===== src/include/swt_pkg.sv =====
// Package for the stabilization and watchdog timer
// Assumes an APB slave with 32-bit data, one register per word
package swt_pkg;

    // =========================================================
    // Register map (printed offsets are register indices)
    localparam logic [7:0] SWT_IDX_CONTROL = 8'hd3;
    localparam logic [7:0] SWT_IDX_COUNT = 8'hfd;
    localparam logic [7:0] SWT_IDX_STATUS = 8'hfe;
    localparam logic [11:0] SWT_ADDR_CONTROL = {2'h0, SWT_IDX_CONTROL, 2'h0};
    localparam logic [11:0] SWT_ADDR_COUNT = {2'h0, SWT_IDX_COUNT, 2'h0};
    localparam logic [11:0] SWT_ADDR_STATUS = {2'h0, SWT_IDX_STATUS, 2'h0};

    // =========================================================
    // Control fields and reset values
    localparam logic [7:0] SWT_CONTROL_RESET = 8'h00;
    localparam logic [7:0] SWT_COUNT_RESET = 8'h00;
    localparam int SWT_KEY_LSB = 4;
    localparam logic [3:0] SWT_KEY_DISABLE = 4'ha;
    localparam int SWT_SEL_LSB = 2;
    localparam int SWT_CNT_CLR_BIT = 1;
    localparam int SWT_DIV_CLR_BIT = 0;

    // Divide ratio selection
    localparam logic [1:0] SWT_SEL_DIV4096 = 2'h0;
    localparam logic [1:0] SWT_SEL_DIV1024 = 2'h1;
    localparam logic [1:0] SWT_SEL_DIV128 = 2'h2;

    // Divider taps: tick when low bits of divider wrap
    localparam int SWT_DIV_WIDTH = 12;
    localparam logic [11:0] SWT_DIV4096_MASK = 12'hfff;
    localparam logic [11:0] SWT_DIV1024_MASK = 12'h3ff;
    localparam logic [11:0] SWT_DIV128_MASK = 12'h07f;

    // Timer modes: run, or stabilization after reset or wake
    typedef enum logic [1:0] {
        SWT_RUN,
        SWT_STAB_RESET,
        SWT_STAB_WAKE
    } swt_mode_t;

endpackage : swt_pkg


===== src/logic/swt_prescaler.sv =====
// Free-running oscillator prescaler with selectable tap
// Assumes it runs on the oscillator clock and a synchronous clear input
`timescale 1ns/100ps
module swt_prescaler (
    input wire logic clk_sys,
    input wire logic arst_n,
    input wire logic clear,
    input wire logic [1:0] sel,
    output logic tick
);

    logic [11:0] div_q;
    logic [11:0] div_d;
    logic [11:0] mask;

    // =========================================================
    // Tap selection
    always_comb
    begin
        case (sel)
            swt_pkg::SWT_SEL_DIV1024: mask = swt_pkg::SWT_DIV1024_MASK;
            swt_pkg::SWT_SEL_DIV128: mask = swt_pkg::SWT_DIV128_MASK;
            default: mask = swt_pkg::SWT_DIV4096_MASK;
        endcase
        div_d = clear ? 12'h000 : div_q + 12'h001;
        tick = ~clear && ((div_q & mask) == mask);
    end

    // Divider register
    always_ff @(posedge clk_sys or negedge arst_n)
    begin
        if (!arst_n)
            div_q <= 12'h000;
        else
            div_q <= div_d;
    end

endmodule : swt_prescaler


===== src/logic/swt_timer.sv =====
// Stabilization and watchdog timer, APB register slave
// Assumes clk_sys is the oscillator clock, arst_n is system reset,
// and stop_wake comes asynchronously from the wake-up logic.
//
// How it works
// - Oscillator clock divided by 4096, 1024 or 128 feeds the counter.
// - Eight-bit up-counter on divided clock, readable, writes ignored.
// - Reset zeroes control: watchdog on, divide by 4096 selected.
// - Watchdog off only while control upper nibble equals 1010.
// - Writing one to control bit 1 clears the counter.
// - Writing one to control bit 0 clears the divider.
// - Enabled watchdog resets system on counter overflow out of bit 7.
// - Stop-mode release by reset or interrupt starts the stabilization count.
// - After reset count at /4096; after wake use selected rate.
// - Counter bit 7 set ends stabilization and lets CPU clock run.
//
// Design decision made here: the APB slave port.
`timescale 1ns/100ps
module swt_timer (
    input wire logic clk_sys,
    input wire logic arst_n,
    input wire logic psel,
    input wire logic penable,
    input wire logic pwrite,
    input wire logic [11:0] paddr,
    input wire logic [31:0] pwdata,
    output logic [31:0] prdata,
    output logic pready,
    output logic pslverr,
    input wire logic stop_wake,
    output logic wdt_reset_req,
    output logic cpu_clk_en,
    output logic stab_done
);

    // =========================================================
    // Declarations
    logic [7:0] ctrl_q;
    logic [7:0] ctrl_d;
    logic [7:0] cnt_q;
    logic [7:0] cnt_d;
    logic [31:0] rdata_q;
    logic [31:0] rdata_d;
    logic wdt_q;
    logic wdt_d;
    swt_pkg::swt_mode_t mode_q;
    swt_pkg::swt_mode_t mode_d;
    logic wake_s1_q;
    logic wake_s2_q;
    logic wake_s3_q;
    logic wr_en;
    logic rd_en;
    logic div_clear;
    logic tick;
    logic [1:0] sel_eff;
    logic wdt_enabled;
    logic overflow;
    logic cnt_clear;

    // =========================================================
    // Address decode helper
    function automatic logic is_mapped(input logic [11:0] a);
        is_mapped = (a == swt_pkg::SWT_ADDR_CONTROL) || (a == swt_pkg::SWT_ADDR_COUNT)
            || (a == swt_pkg::SWT_ADDR_STATUS);
    endfunction : is_mapped

    // =========================================================
    // APB strobes, zero wait state
    assign wr_en = psel && penable && pwrite;
    assign rd_en = psel && !penable && !pwrite;
    assign pready = 1'b1;
    assign pslverr = psel && penable && !is_mapped(paddr);
    assign prdata = rdata_q;

    // =========================================================
    // Wake request synchroniser and edge
    always_ff @(posedge clk_sys or negedge arst_n)
    begin
        if (!arst_n)
        begin
            wake_s1_q <= 1'b0;
            wake_s2_q <= 1'b0;
            wake_s3_q <= 1'b0;
        end
        else
        begin
            wake_s1_q <= stop_wake;
            wake_s2_q <= wake_s1_q;
            wake_s3_q <= wake_s2_q;
        end
    end

    // =========================================================
    // Prescaler
    // Reset stabilization forces the slowest tap
    assign sel_eff = (mode_q == swt_pkg::SWT_STAB_RESET) ? swt_pkg::SWT_SEL_DIV4096
        : ctrl_q[swt_pkg::SWT_SEL_LSB +: 2];
    assign div_clear = wr_en && (paddr == swt_pkg::SWT_ADDR_CONTROL)
        && pwdata[swt_pkg::SWT_DIV_CLR_BIT];

    swt_prescaler i_swt_prescaler (
        .clk_sys(clk_sys),
        .arst_n(arst_n),
        .clear(div_clear),
        .sel(sel_eff),
        .tick(tick)
    );

    // =========================================================
    // Watchdog enable and overflow
    assign wdt_enabled = ctrl_q[7:swt_pkg::SWT_KEY_LSB] != swt_pkg::SWT_KEY_DISABLE;
    assign overflow = tick && (cnt_q == 8'hff);
    assign cnt_clear = wr_en && (paddr == swt_pkg::SWT_ADDR_CONTROL)
        && pwdata[swt_pkg::SWT_CNT_CLR_BIT];

    // =========================================================
    // Control register next value; clear bits self-clearing
    always_comb
    begin
        ctrl_d = ctrl_q;
        if (wr_en && (paddr == swt_pkg::SWT_ADDR_CONTROL))
            ctrl_d = {pwdata[7:2], 2'h0};
    end

    // =========================================================
    // Counter, mode and watchdog next values
    always_comb
    begin
        cnt_d = cnt_q;
        mode_d = mode_q;
        wdt_d = 1'b0;
        if (wake_s2_q && !wake_s3_q && (mode_q == swt_pkg::SWT_RUN))
        begin
            mode_d = swt_pkg::SWT_STAB_WAKE;
            cnt_d = 8'h00;
        end
        else
        begin
            if (cnt_clear)
                cnt_d = 8'h00;
            else if (tick)
                cnt_d = cnt_q + 8'h01;
            if (mode_q != swt_pkg::SWT_RUN && cnt_q[7])
                mode_d = swt_pkg::SWT_RUN;
            if (overflow && wdt_enabled && mode_q == swt_pkg::SWT_RUN && !cnt_clear)
                wdt_d = 1'b1;
        end
    end

    // =========================================================
    // Read data mux, registered at setup phase
    always_comb
    begin
        rdata_d = rdata_q;
        if (rd_en)
        begin
            case (paddr)
                swt_pkg::SWT_ADDR_CONTROL: rdata_d = {24'h000000, ctrl_q};
                swt_pkg::SWT_ADDR_COUNT: rdata_d = {24'h000000, cnt_q};
                swt_pkg::SWT_ADDR_STATUS: rdata_d = {29'h0, wdt_enabled, stab_done, cpu_clk_en};
                default: rdata_d = 32'h00000000;
            endcase
        end
    end

    // =========================================================
    // State registers
    always_ff @(posedge clk_sys or negedge arst_n)
    begin
        if (!arst_n)
        begin
            ctrl_q <= swt_pkg::SWT_CONTROL_RESET;
            cnt_q <= swt_pkg::SWT_COUNT_RESET;
            mode_q <= swt_pkg::SWT_STAB_RESET;
            wdt_q <= 1'b0;
            rdata_q <= 32'h00000000;
        end
        else
        begin
            ctrl_q <= ctrl_d;
            cnt_q <= cnt_d;
            mode_q <= mode_d;
            wdt_q <= wdt_d;
            rdata_q <= rdata_d;
        end
    end

    // =========================================================
    // Outputs
    assign wdt_reset_req = wdt_q;
    assign cpu_clk_en = (mode_q == swt_pkg::SWT_RUN);
    assign stab_done = (mode_q == swt_pkg::SWT_RUN);

endmodule : swt_timer


===== config.mk =====
export PLATFORM = sky130hd
export DESIGN_NAME = swt_timer
export DESIGN_NICKNAME = d
export VERILOG_FILES = /design/src/include/swt_pkg.sv /design/src/logic/swt_prescaler.sv /design/src/logic/swt_timer.sv
export SDC_FILE = /design/constraint.sdc
export NUM_CORES = 1
export LEC_CHECK = 0
export BUFFER_PORTS_ARGS = -buffer_cell sky130_fd_sc_hd__buf_2
export CORE_ASPECT_RATIO = 0.7
export CORE_MARGIN = 8
export CORE_UTILIZATION = 35
export DETAILED_ROUTE_END_ITERATION = 10
export PLACE_DENSITY = 0.62
export SLEW_MARGIN = 20
export SYNTH_ARGS = -nofsm -noshare
export SYNTH_HDL_FRONTEND = slang
export SYNTH_HIERARCHICAL = 1
export SYNTH_SLANG_ARGS = --single-unit

===== constraint.sdc =====
create_clock -name clk_sys -period 2.3 [get_ports clk_sys]
set_input_delay 0.115 -clock clk_sys [delete_from_list [all_inputs] [get_ports clk_sys]]
set_output_delay 0.115 -clock clk_sys [all_outputs]
set_load 0.03 [all_outputs]

After elaboration in Yosys (flattened, before gate mapping)

Index checks and enable logic that the tools add are counted.
W data, S select, Z words.

Output and inout bits: 37
Bits in registers: 64
Logic and storage cells: 60
Bits of input ports: 50

Bitwise gates (word level): 2
Eq/ne operators: 9
Reductions and logical operators: 27
$add $sub $neg: 2
Mux-type cells: 11

Operators with widths:

| kind                    | count |
|---|---|
| $eq A12 B10 Y1 const B  | 3 |
| $mux W8                 | 3 |
| $pmux W12 S2            | 1 |
| $pmux W8 S3             | 1 |
| $logic_and A1 B1 Y1     | 16 |
| $add A12 B1 Y12 const B | 1 |
| $and A12 B12 Y12        | 1 |
| $eq A12 B12 Y1          | 1 |
| $mux W12                | 1 |
| $add A8 B1 Y8 const B   | 1 |
| $eq A8 B8 Y1 const B    | 1 |
| $mux W2                 | 3 |
| $logic_not A1 Y1        | 5 |
| $eq A2 B1 Y1 const B    | 2 |
| $ne A4 B4 Y1 const B    | 1 |
| $reduce_bool A2 Y1      | 2 |
| $reduce_bool A3 Y1      | 1 |
| $eq A2 B2 Y1 const B    | 1 |
| $logic_not A2 Y1        | 1 |
| $logic_or A1 B1 Y1      | 2 |
| $mux W1                 | 2 |
| $not A1 Y1              | 1 |

Depth between registers and ports, before layout

Gate-level depths: netlist of run 1.

Depth in word-level cells: 13
Depth in mapped cells: 13
Depth with buffers taken out: 12

Modules after synthesis

Netlist of run 1, hierarchy kept.

Modules (own cells, without submodules):

| module        | seq. area each (um^2) | cells an instance | area each (um^2) | times used |
|---|---|---|---|---|
| swt_timer     | 701.9                 | 160               | 1616.6           | 1 |
| swt_prescaler | 300.3                 | 60                | 603.1            | 1 |

Worst setup path after synthesis of run 1

No wires, ideal clock.

Path type: reg2reg
Start point: reg mode_q[0]
End point: reg cnt_q[5]
Buffers on the path: 1
Slack: 0.067 ns
Clock period less this slack: 2.233 ns
Stages on the path, launching flop included: 11
Arrival: 2.113 ns
Library setup time: 0.120 ns
Data required time: 2.180 ns
Path through: dfstp_2 -> nand2_1 -> and2_1 -> ha_1 -> a221o_1 -> nor3_1 -> clkbuf_1 -> nand4_1 -> nor2_1 -> xnor2_1 -> nor2_1

Word-level cells in the longest chain between the ends: 8
Elaborated cells on any way between the ends: 12
Those cells by class: eq/ne (4); mux (3); bitwise (1); reduce/logical (4)

RTL lines:

| item                                                | RTL line            | RTL |
|---|---|---|
| from (decl)                                         | swt_timer.sv:46     | `swt_pkg::swt_mode_t mode_q;` |
| from (signal assigned)                              | swt_timer.sv:174    | `mode_q <= swt_pkg::SWT_STAB_RESET;` |
| from (signal assigned)                              | swt_timer.sv:182    | `mode_q <= mode_d;` |
| $eq A2 B1 Y1 *                                      | swt_timer.sv:96     | `assign sel_eff = (mode_q == swt_pkg::SWT_STAB_RESET) ? swt_pkg::SWT_SEL_DIV4096` |
| $mux W2 *                                           | swt_timer.sv:96     |  |
| net sel_eff[1]                                      | swt_timer.sv:55     | `logic [1:0] sel_eff;` |
| $eq A2 B2 Y1 / $eq A2 B1 Y1 (equally long branches) | swt_prescaler.sv:20 | `case (sel)` |
| $pmux W12 S2 *                                      | swt_prescaler.sv:20 |  |
| $and A12 B12 Y12                                    | swt_prescaler.sv:26 | `tick = ~clear && ((div_q & mask) == mask);` |
| $eq A12 B12 Y1 *                                    | swt_prescaler.sv:26 |  |
| $logic_and A1 B1 Y1 *                               | swt_prescaler.sv:26 |  |
| net tick                                            | swt_timer.sv:54     | `logic tick;` |
| $reduce_bool A3 Y1 (no line) *                      | n/a                 |  |
| to (signal assigned)                                | swt_timer.sv:173    | `cnt_q <= swt_pkg::SWT_COUNT_RESET;` |
| to (signal assigned)                                | swt_timer.sv:181    | `cnt_q <= cnt_d;` |
| to (decl)                                           | swt_timer.sv:40     | `logic [7:0] cnt_q;` |

Mark *: on every way through the listed nets, which the timed path passes. The rest lies on a longest branch.
A chain may end at the register's enable or synchronous reset.

Worst setup path after layout of run 1

Start point: reg mode_q[0]
End point: reg cnt_q[3]

The elaborated chain is that of the path after synthesis.

==> results.sh, run 1 <==
export IMPL_comb_power_share=0.147
export IMPL_achievable_frequency_mhz=457
export IMPL_ys_async_sr_fraction=1.00
export IMPL_cts_post_setup_buffers_inserted=0
export IMPL_worstPathBufferInverterCount=2
export IMPL_clockBufferDepth=2
export IMPL_synth_ff_latch_count=40
export IMPL_synth_avg_cell_area_um2=10.1
export IMPL_seqPwrFrac=0.541
export IMPL_final_period_minus_worst_setup_slack_ps=2190
export IMPL_grt_overflow=0
export IMPL_clock_latency_ps=280
export IMPL_endpoint_kind="register"
export IMPL_cp_required_ps=2460
export IMPL_regToRegSetupSlack_ps=110
export IMPL_report_final_hold_viol_count=0
export IMPL_period_share=0.952
export IMPL_synth_cell_type_count=45
export IMPL_worstMarginPinSlew_ps=875
export IMPL_finalInstanceArea_um2=2550
export IMPL_report_final_setup_viol=0
export IMPL_die_w_um=111
export IMPL_hpwlAfterDp_um=3710
export IMPL_initial_core_util=0.359
export IMPL_die_area_um2=9190
export IMPL_remaining_antenna_violation_count=0
export IMPL_cap_viol_max_count=0
export IMPL_vias=1620
export IMPL_area_growth_syn_to_layout_pct=14.9
export IMPL_die_y_um=82.6
export IMPL_routabilityCongestion=0.772
export IMPL_post_synth_inst_count=220
export IMPL_outcome="finished, final reports clean"
export IMPL_critical_path_top_delay_family="flip-flops"
export IMPL_drc=0
export IMPL_net_switching_power_uw=426
export IMPL_row_count=24
export IMPL_placedCellCount=335
export IMPL_cp_arrival_ps=2350
export IMPL_vdd_ir_drop_worst_uv=223
export IMPL_final_setup_skew_ps=5.48
export IMPL_design_portCount=87
export IMPL_grt_pass1_wl_um=7690
export IMPL_grt_start_max_net_pins=41
export IMPL_slew_limit_headroom=0.417
export IMPL_totalNegativeSetupSlack_ps=0
export IMPL_pwrdens_nw_per_um2=580
export IMPL_critical_path_cell_chain="nand2_2, and2_1, ha_1, a221o_1, nor3_2, buf_4, nand4_1, buf_4, xor2_2, nor2_1"
export IMPL_htreeDepth=2
export IMPL_internal_portion_of_total_power_uw=1050
export IMPL_critical_path_most_common_cell="sky130_fd_sc_hd__buf_4"
export IMPL_cts_tree="built"
export IMPL_grt_setup_unrepaired="yes"
export IMPL_fin_util=0.412
export IMPL_cp_peak_stage_delay_ps=540
export IMPL_cts_inserted_buffers=5
export IMPL_finalNonFillerCells=345
export IMPL_cp_max_fo=3
export IMPL_cp_start_kind="register"
export IMPL_synthFlopType="sky130_fd_sc_hd__dfrtp_1"
export IMPL_firstDrtPassIters=4
export IMPL_worst_path_max_delay_cell="sky130_fd_sc_hd__dfstp_2"
export IMPL_final_layout_size_suffix_gt1_frac=0.277
export IMPL_via_count_of_the_first_global_routing_pass=1590
export IMPL_layout_nets=319
export IMPL_globalRouteTotalUtil=0.103
export IMPL_port_buffers=37
export IMPL_dpl_cell_area_um2=2430
export IMPL_power_share_switching=0.288
export IMPL_first_iter_violations=65
export IMPL_fp_coreArea_um2=6190
export IMPL_synthesis_yosys_warnings=6
export IMPL_finalWirelength_um=4650
export IMPL_numClockSinks=40
export IMPL_clk_pin_slew_worst_paths_ps=70
export IMPL_ys_seq_area_frac=0.452
export IMPL_total_power_uw=1480
export IMPL_clock_network_fraction_of_total_power=0.313
export IMPL_avgRoutedWirePerCell_um=13.5
export IMPL_synth_area_um2=2220
export IMPL_synth_edf_count=0
export IMPL_min_delay_path_class="in2reg"
export IMPL_critical_path_class="reg2reg"
export IMPL_drt_vias_per_instance=4.70
export IMPL_root_buffer="sky130_fd_sc_hd__clkbuf_8"
export IMPL_final_max_slew_violation_count=0
export IMPL_antenna_found_initial=0
export IMPL_n_antenna_cell=0
export IMPL_leakagePower_uw=0.00114
-- through the flow --
stage | hold WS, ps | setup slack, ps
detailed placement | 230 | 60.5
CTS | 57.1 | 37.7
global route | 56.8 | -17.9
global placement | 225 | 65.6
floorplan | -181 | 67.1
finish | 62.9 | 111
-- layer usage --
metal / track usage / routed length (um) / share of wire
met5: 0 / 0 / 0
met1: 0.132 / 2220 / 0.48
met2: 0.158 / 2140 / 0.46
met4: 0.0358 / 44 / 0.0095
met3: 0.0375 / 247 / 0.053
-- worst register-to-register path: cells and delay by family (launching register included) --
kind | cells | cell delay, ps
flip-flops | 1 | 540
AND/OR/NAND/NOR | 5 | 510
buffers and inverters | 2 | 320
AO/OA/AOI/OAI | 1 | 310
adder cells (fa/ha/maj) | 1 | 260
XOR/XNOR | 1 | 130
-- kinds of logic (layout without fill, tap and decap cells) --
logic type,Yosys count,count (layout),synth area share
fa+ha+maj,3,3,0.0169
buf+inv,38,62,0.112
xor+xnor,10,10,0.0395
other cells,2,25,0.00338
mux,7,7,0.0451
simple gates,84,84,0.230
compound gates,36,36,0.101
flops,40,40,0.452
-- cell usage in the layout (no fill, tap or decap), drive strengths merged, types with 2 or more instances in the layout --
cell,n
nor2,21
clkbuf,8
conb,25
nand2,16
o21ai,11
a21oi,9
a22oi,5
nor4,2
dfrtp,39
and2,3
or4b,3
nor3,5
and3,3
nand4,6
dlygate4sd3,2
or3b,2
mux2,6
xnor2,6
or4,4
or3,4
xor2,4
nor2b,3
inv,7
nand3,9
o31ai,6
buf,45
ha,3
-- registers in the layout, indices dropped and copies added, names as in the netlist --
register	count
wake_s1_q	1
cnt_q	8
ctrl_q	6
wdt_reset_req	1
mode_q	2
wake_s2_q	1
wake_s3_q	1
i_swt_prescaler/div_q	12
prdata	8
-- path summary, 6_finish.rpt --
| kind | start | to | cells after the start |
|---|---|---|---|
| min in group asynchronous | arst_n | i_swt_prescaler/div_q[3] | 2 |
| setup / recovery | mode_q[0] | cnt_q[3] | 10 |
| hold / removal | pwdata[7] | ctrl_q[7] | 2 |
| setup reg to reg | mode_q[0] | cnt_q[3] | 10 |
| max in group asynchronous | arst_n | prdata[1] | 2 |
| hold reg to reg | wake_s1_q | wake_s2_q | 0 |
-- power by group through the flow --
| stage | Combinational (uW) | Sequential (uW) | Clock [uW] |
|---|---|---|---|
| floorplan | 182 | 802 | 0 |
| global placement | 208 | 811 | 0 |
| detailed placement | 212 | 814 | 0 |
| CTS | 218 | 801 | 482 |
| global route | 244 | 805 | 521 |
| finish | 217 | 800 | 463 |
-- layout make-up --
class                      count  area (um2)
inverter                       7        26.3
timing repair buffer          47         265
tap                           78        97.6
fill                         635        3630
clock buffer                   8        90.1
sequential                    40        1000
multi-input combinational    165        1070
-- synthesized netlist by cell type (3+ instances only) --
cell | count | share of area
sky130_fd_sc_hd__nand2_1 | 16 | 0.027
sky130_fd_sc_hd__a22oi_1 | 5 | 0.017
sky130_fd_sc_hd__or4_1 | 4 | 0.014
sky130_fd_sc_hd__dfrtp_1 | 39 | 0.44
sky130_fd_sc_hd__xor2_1 | 4 | 0.016
sky130_fd_sc_hd__and2_1 | 3 | 0.0085
sky130_fd_sc_hd__o21ai_1 | 6 | 0.014
sky130_fd_sc_hd__o21ai_0 | 5 | 0.011
sky130_fd_sc_hd__inv_1 | 7 | 0.012
sky130_fd_sc_hd__xnor2_1 | 6 | 0.024
sky130_fd_sc_hd__nand3_1 | 7 | 0.016
sky130_fd_sc_hd__nand4_1 | 5 | 0.014
sky130_fd_sc_hd__clkbuf_1 | 3 | 0.0051
sky130_fd_sc_hd__buf_4 | 26 | 0.088
sky130_fd_sc_hd__nor3_1 | 5 | 0.011
sky130_fd_sc_hd__a21oi_1 | 9 | 0.020
sky130_fd_sc_hd__o31ai_1 | 6 | 0.020
sky130_fd_sc_hd__nor2_1 | 21 | 0.036
sky130_fd_sc_hd__nor2b_1 | 3 | 0.0085
sky130_fd_sc_hd__mux2_4 | 6 | 0.041
sky130_fd_sc_hd__ha_1 | 3 | 0.017
-- what timing repair did --
item	4_1_cts	5_1_grt
hold buffers	2	0
gates resized for setup	1	2
hold endpoints to repair	40	0
setup endpoints to repair	1	4
pin swaps	0	3
Note: power is estimated with default switching activity, not from simulation.
==> run 2: changes to the inputs <==
--- a/config.mk
+++ b/config.mk
@@ -8,10 +8,9 @@
 export BUFFER_PORTS_ARGS = -buffer_cell sky130_fd_sc_hd__buf_2
 export CORE_ASPECT_RATIO = 0.7
 export CORE_MARGIN = 8
-export CORE_UTILIZATION = 35
+export CORE_UTILIZATION = 30
 export DETAILED_ROUTE_END_ITERATION = 10
-export PLACE_DENSITY = 0.62
-export SLEW_MARGIN = 20
+export PLACE_DENSITY = 0.55
 export SYNTH_ARGS = -nofsm -noshare
 export SYNTH_HDL_FRONTEND = slang
 export SYNTH_HIERARCHICAL = 1
==> run 2 against run 1 <==
  * The flow now finishes with violations (setup timing)
  * First-iteration DRC count rose by 26%
  * Cell count is 5.8% higher
  * Worst hold slack lost 2.4 ps
  * Die area is 14% higher
  * Critical path depth increased by 1
  * Clock power is 34% higher
  * Sequential cell count is the same
  * Clock skew hardly changed
  * Wire length grew 7.5%
  * Design area rose by 3.3%
  * Non-clock buffer count stayed put
  * Critical path type unchanged
  * Critical endpoint unchanged
  * Highest routed layer unchanged
==> results.sh, run 2 (synthesis gave the netlist of run 1 again) <==
export IMPL_cap_viol_max_count=0
export IMPL_vdd_ir_drop_worst_uv=336
export IMPL_worstMarginPinSlew_ps=881
export IMPL_grt_start_max_net_pins=41
export IMPL_final_setup_skew_ps=5.81
export IMPL_total_power_uw=1640
export IMPL_fin_ws_ps=-5.07
export IMPL_clock_latency_ps=290
export IMPL_layout_nets=319
export IMPL_outcome="finished with violations"
export IMPL_violations="setup timing"
export IMPL_internal_portion_of_total_power_uw=1190
export IMPL_worstPathBufferInverterCount=3
export IMPL_final_fill_count=746
export IMPL_row_count=26
export IMPL_critical_path_cell_chain="nand2_2, and2_4, inv_2, ha_4, a221o_1, nor3_2, buf_4, nand4_1, buf_4, xor2_2, nor2_1"
export IMPL_area_growth_syn_to_layout_pct=18.7
export IMPL_clk_pin_slew_worst_paths_ps=70
export IMPL_largest_register="i_swt_prescaler/div_q"
export IMPL_report_final_setup_viol=1
export IMPL_final_period_minus_worst_setup_slack_ps=2310
export IMPL_critical_path_most_common_cell="sky130_fd_sc_hd__buf_4"
export IMPL_htreeDepth=2
export IMPL_final_max_slew_violation_count=0
export IMPL_drt_vias_per_instance=4.45
export IMPL_n_antenna_cell=0
export IMPL_leakagePower_uw=0.00116
export IMPL_slew_limit_headroom=0.413
export IMPL_design_portCount=87
export IMPL_fp_coreArea_um2=7220
export IMPL_numClockSinks=40
export IMPL_area_of_the_multi_input_gates_um2=1090
export IMPL_remaining_antenna_violation_count=0
export IMPL_totalNegativeSetupSlack_ps=-5.07
export IMPL_min_delay_path_class="in2reg"
export IMPL_final_layout_size_suffix_gt1_frac=0.303
export IMPL_die_y_um=88.0
export IMPL_avgRoutedWirePerCell_um=13.7
export IMPL_globalRouteTotalUtil=0.0976
export IMPL_grt_pass1_wl_um=8300
export IMPL_placedCellCount=354
export IMPL_comb_power_share=0.133
export IMPL_critical_path_class="reg2reg"
export IMPL_routabilityCongestion=0.749
export IMPL_grt_setup_unrepaired="yes"
export IMPL_cp_peak_stage_delay_ps=550
export IMPL_net_switching_power_uw=447
export IMPL_port_buffers=37
export IMPL_critical_path_top_delay_family="simple AND/OR/NAND/NOR gates"
export IMPL_fin_hold_ws_ps=60.6
export IMPL_report_final_hold_viol_count=0
export IMPL_power_share_switching=0.273
export IMPL_worst_path_max_delay_cell="sky130_fd_sc_hd__dfstp_2"
export IMPL_finalNonFillerCells=365
export IMPL_cp_required_ps=2510
export IMPL_initial_core_util=0.307
export IMPL_finalWirelength_um=5000
export IMPL_cts_inserted_buffers=5
export IMPL_via_count_of_the_first_global_routing_pass=1675
export IMPL_clockBufferDepth=2
export IMPL_pwrdens_nw_per_um2=622
export IMPL_cp_start_kind="register"
export IMPL_mostFrequentLayoutCells="39 x sky130_fd_sc_hd__dfrtp_1, 37 x sky130_fd_sc_hd__buf_2, 25 x sky130_fd_sc_hd__conb_1"
export IMPL_cts_tree="built"
export IMPL_endpoint_kind="register"
export IMPL_fin_util=0.365
export IMPL_antenna_found_initial=0
export IMPL_seqPwrFrac=0.489
export IMPL_root_buffer="sky130_fd_sc_hd__clkbuf_8"
export IMPL_layout_area_seq_um2=1000
export IMPL_firstDrtPassIters=4
export IMPL_clock_network_fraction_of_total_power=0.379
export IMPL_period_share=1.00
export IMPL_die_w_um=119
export IMPL_grt_overflow=0
export IMPL_hpwlAfterDp_um=3840
export IMPL_flip_flop_count_of_the_largest_register_all_copies_and_words_added=12
export IMPL_achievable_frequency_mhz=434
export IMPL_cp_arrival_ps=2520
export IMPL_first_iter_violations=82
export IMPL_drc=0
export IMPL_cp_max_fo=4
export IMPL_die_area_um2=10500
export IMPL_vias=1625
export IMPL_layout_cells_most_common="sky130_fd_sc_hd__dfrtp_1"
run 2: layer usage:
metal / global-route usage / wire [um] / vias to the layer above
met5: 0 / 0 / -
met4: 0.0274 / 37 / 0
met3: 0.0341 / 290 / 4
met2: 0.146 / 2220 / 46
met1: 0.130 / 2450 / 756
li1: - / - / 819
run 2: per-stage QoR:
step / setup slack [ps] / cell area, um2
after floorplan: 67.1 / 2310
after global placement: 56.8 / 2440
after CTS: 3.14 / 2590
final: -5.07 / 2640
after global routing: -116 / 2640
after detailed placement: 24.6 / 2440
run 2: power groups by stage:
| stage | registers, uW | logic, uW | clock network [uW] |
|---|---|---|---|
| 2_1_floorplan | 802 | 182 | 0 |
| 3_3_place_gp | 811 | 210 | 0 |
| 3_5_place_dp | 814 | 214 | 0 |
| 4_1_cts | 800 | 219 | 636 |
| 5_1_grt | 808 | 247 | 670 |
| 6_report | 801 | 217 | 620 |
run 2: worst paths after layout:
check	startpoint	end	slack (ps)	cells after the start
setup / recovery	mode_q[0]	cnt_q[3]	-5	11
hold / removal	pwdata[6]	ctrl_q[6]	60	2
setup reg to reg	mode_q[0]	cnt_q[3]	-5	11
hold reg to reg	wake_s1_q	wake_s2_q	350	0
max in group asynchronous	arst_n	ctrl_q[6]	1260	2
min in group asynchronous	arst_n	i_swt_prescaler/div_q[3]	480	2
run 2: repair_timing:
action                     in CTS  in global routing
buffers inserted                0                  1
setup endpoints to repair       2                  4
resized for setup               1                  7
hold buffers                    2                  0
pin swaps                       0                  8
hold endpoints to repair       40                  0
run 2: final cells by class:
type | count | area share
well taps | 98 | 0.0465
multi-input cells | 165 | 0.415
inverters | 7 | 0.00997
clock inverters | 1 | 0.0114
clock buffers | 7 | 0.0366
repair buffers | 47 | 0.101
flip-flops and latches | 40 | 0.380
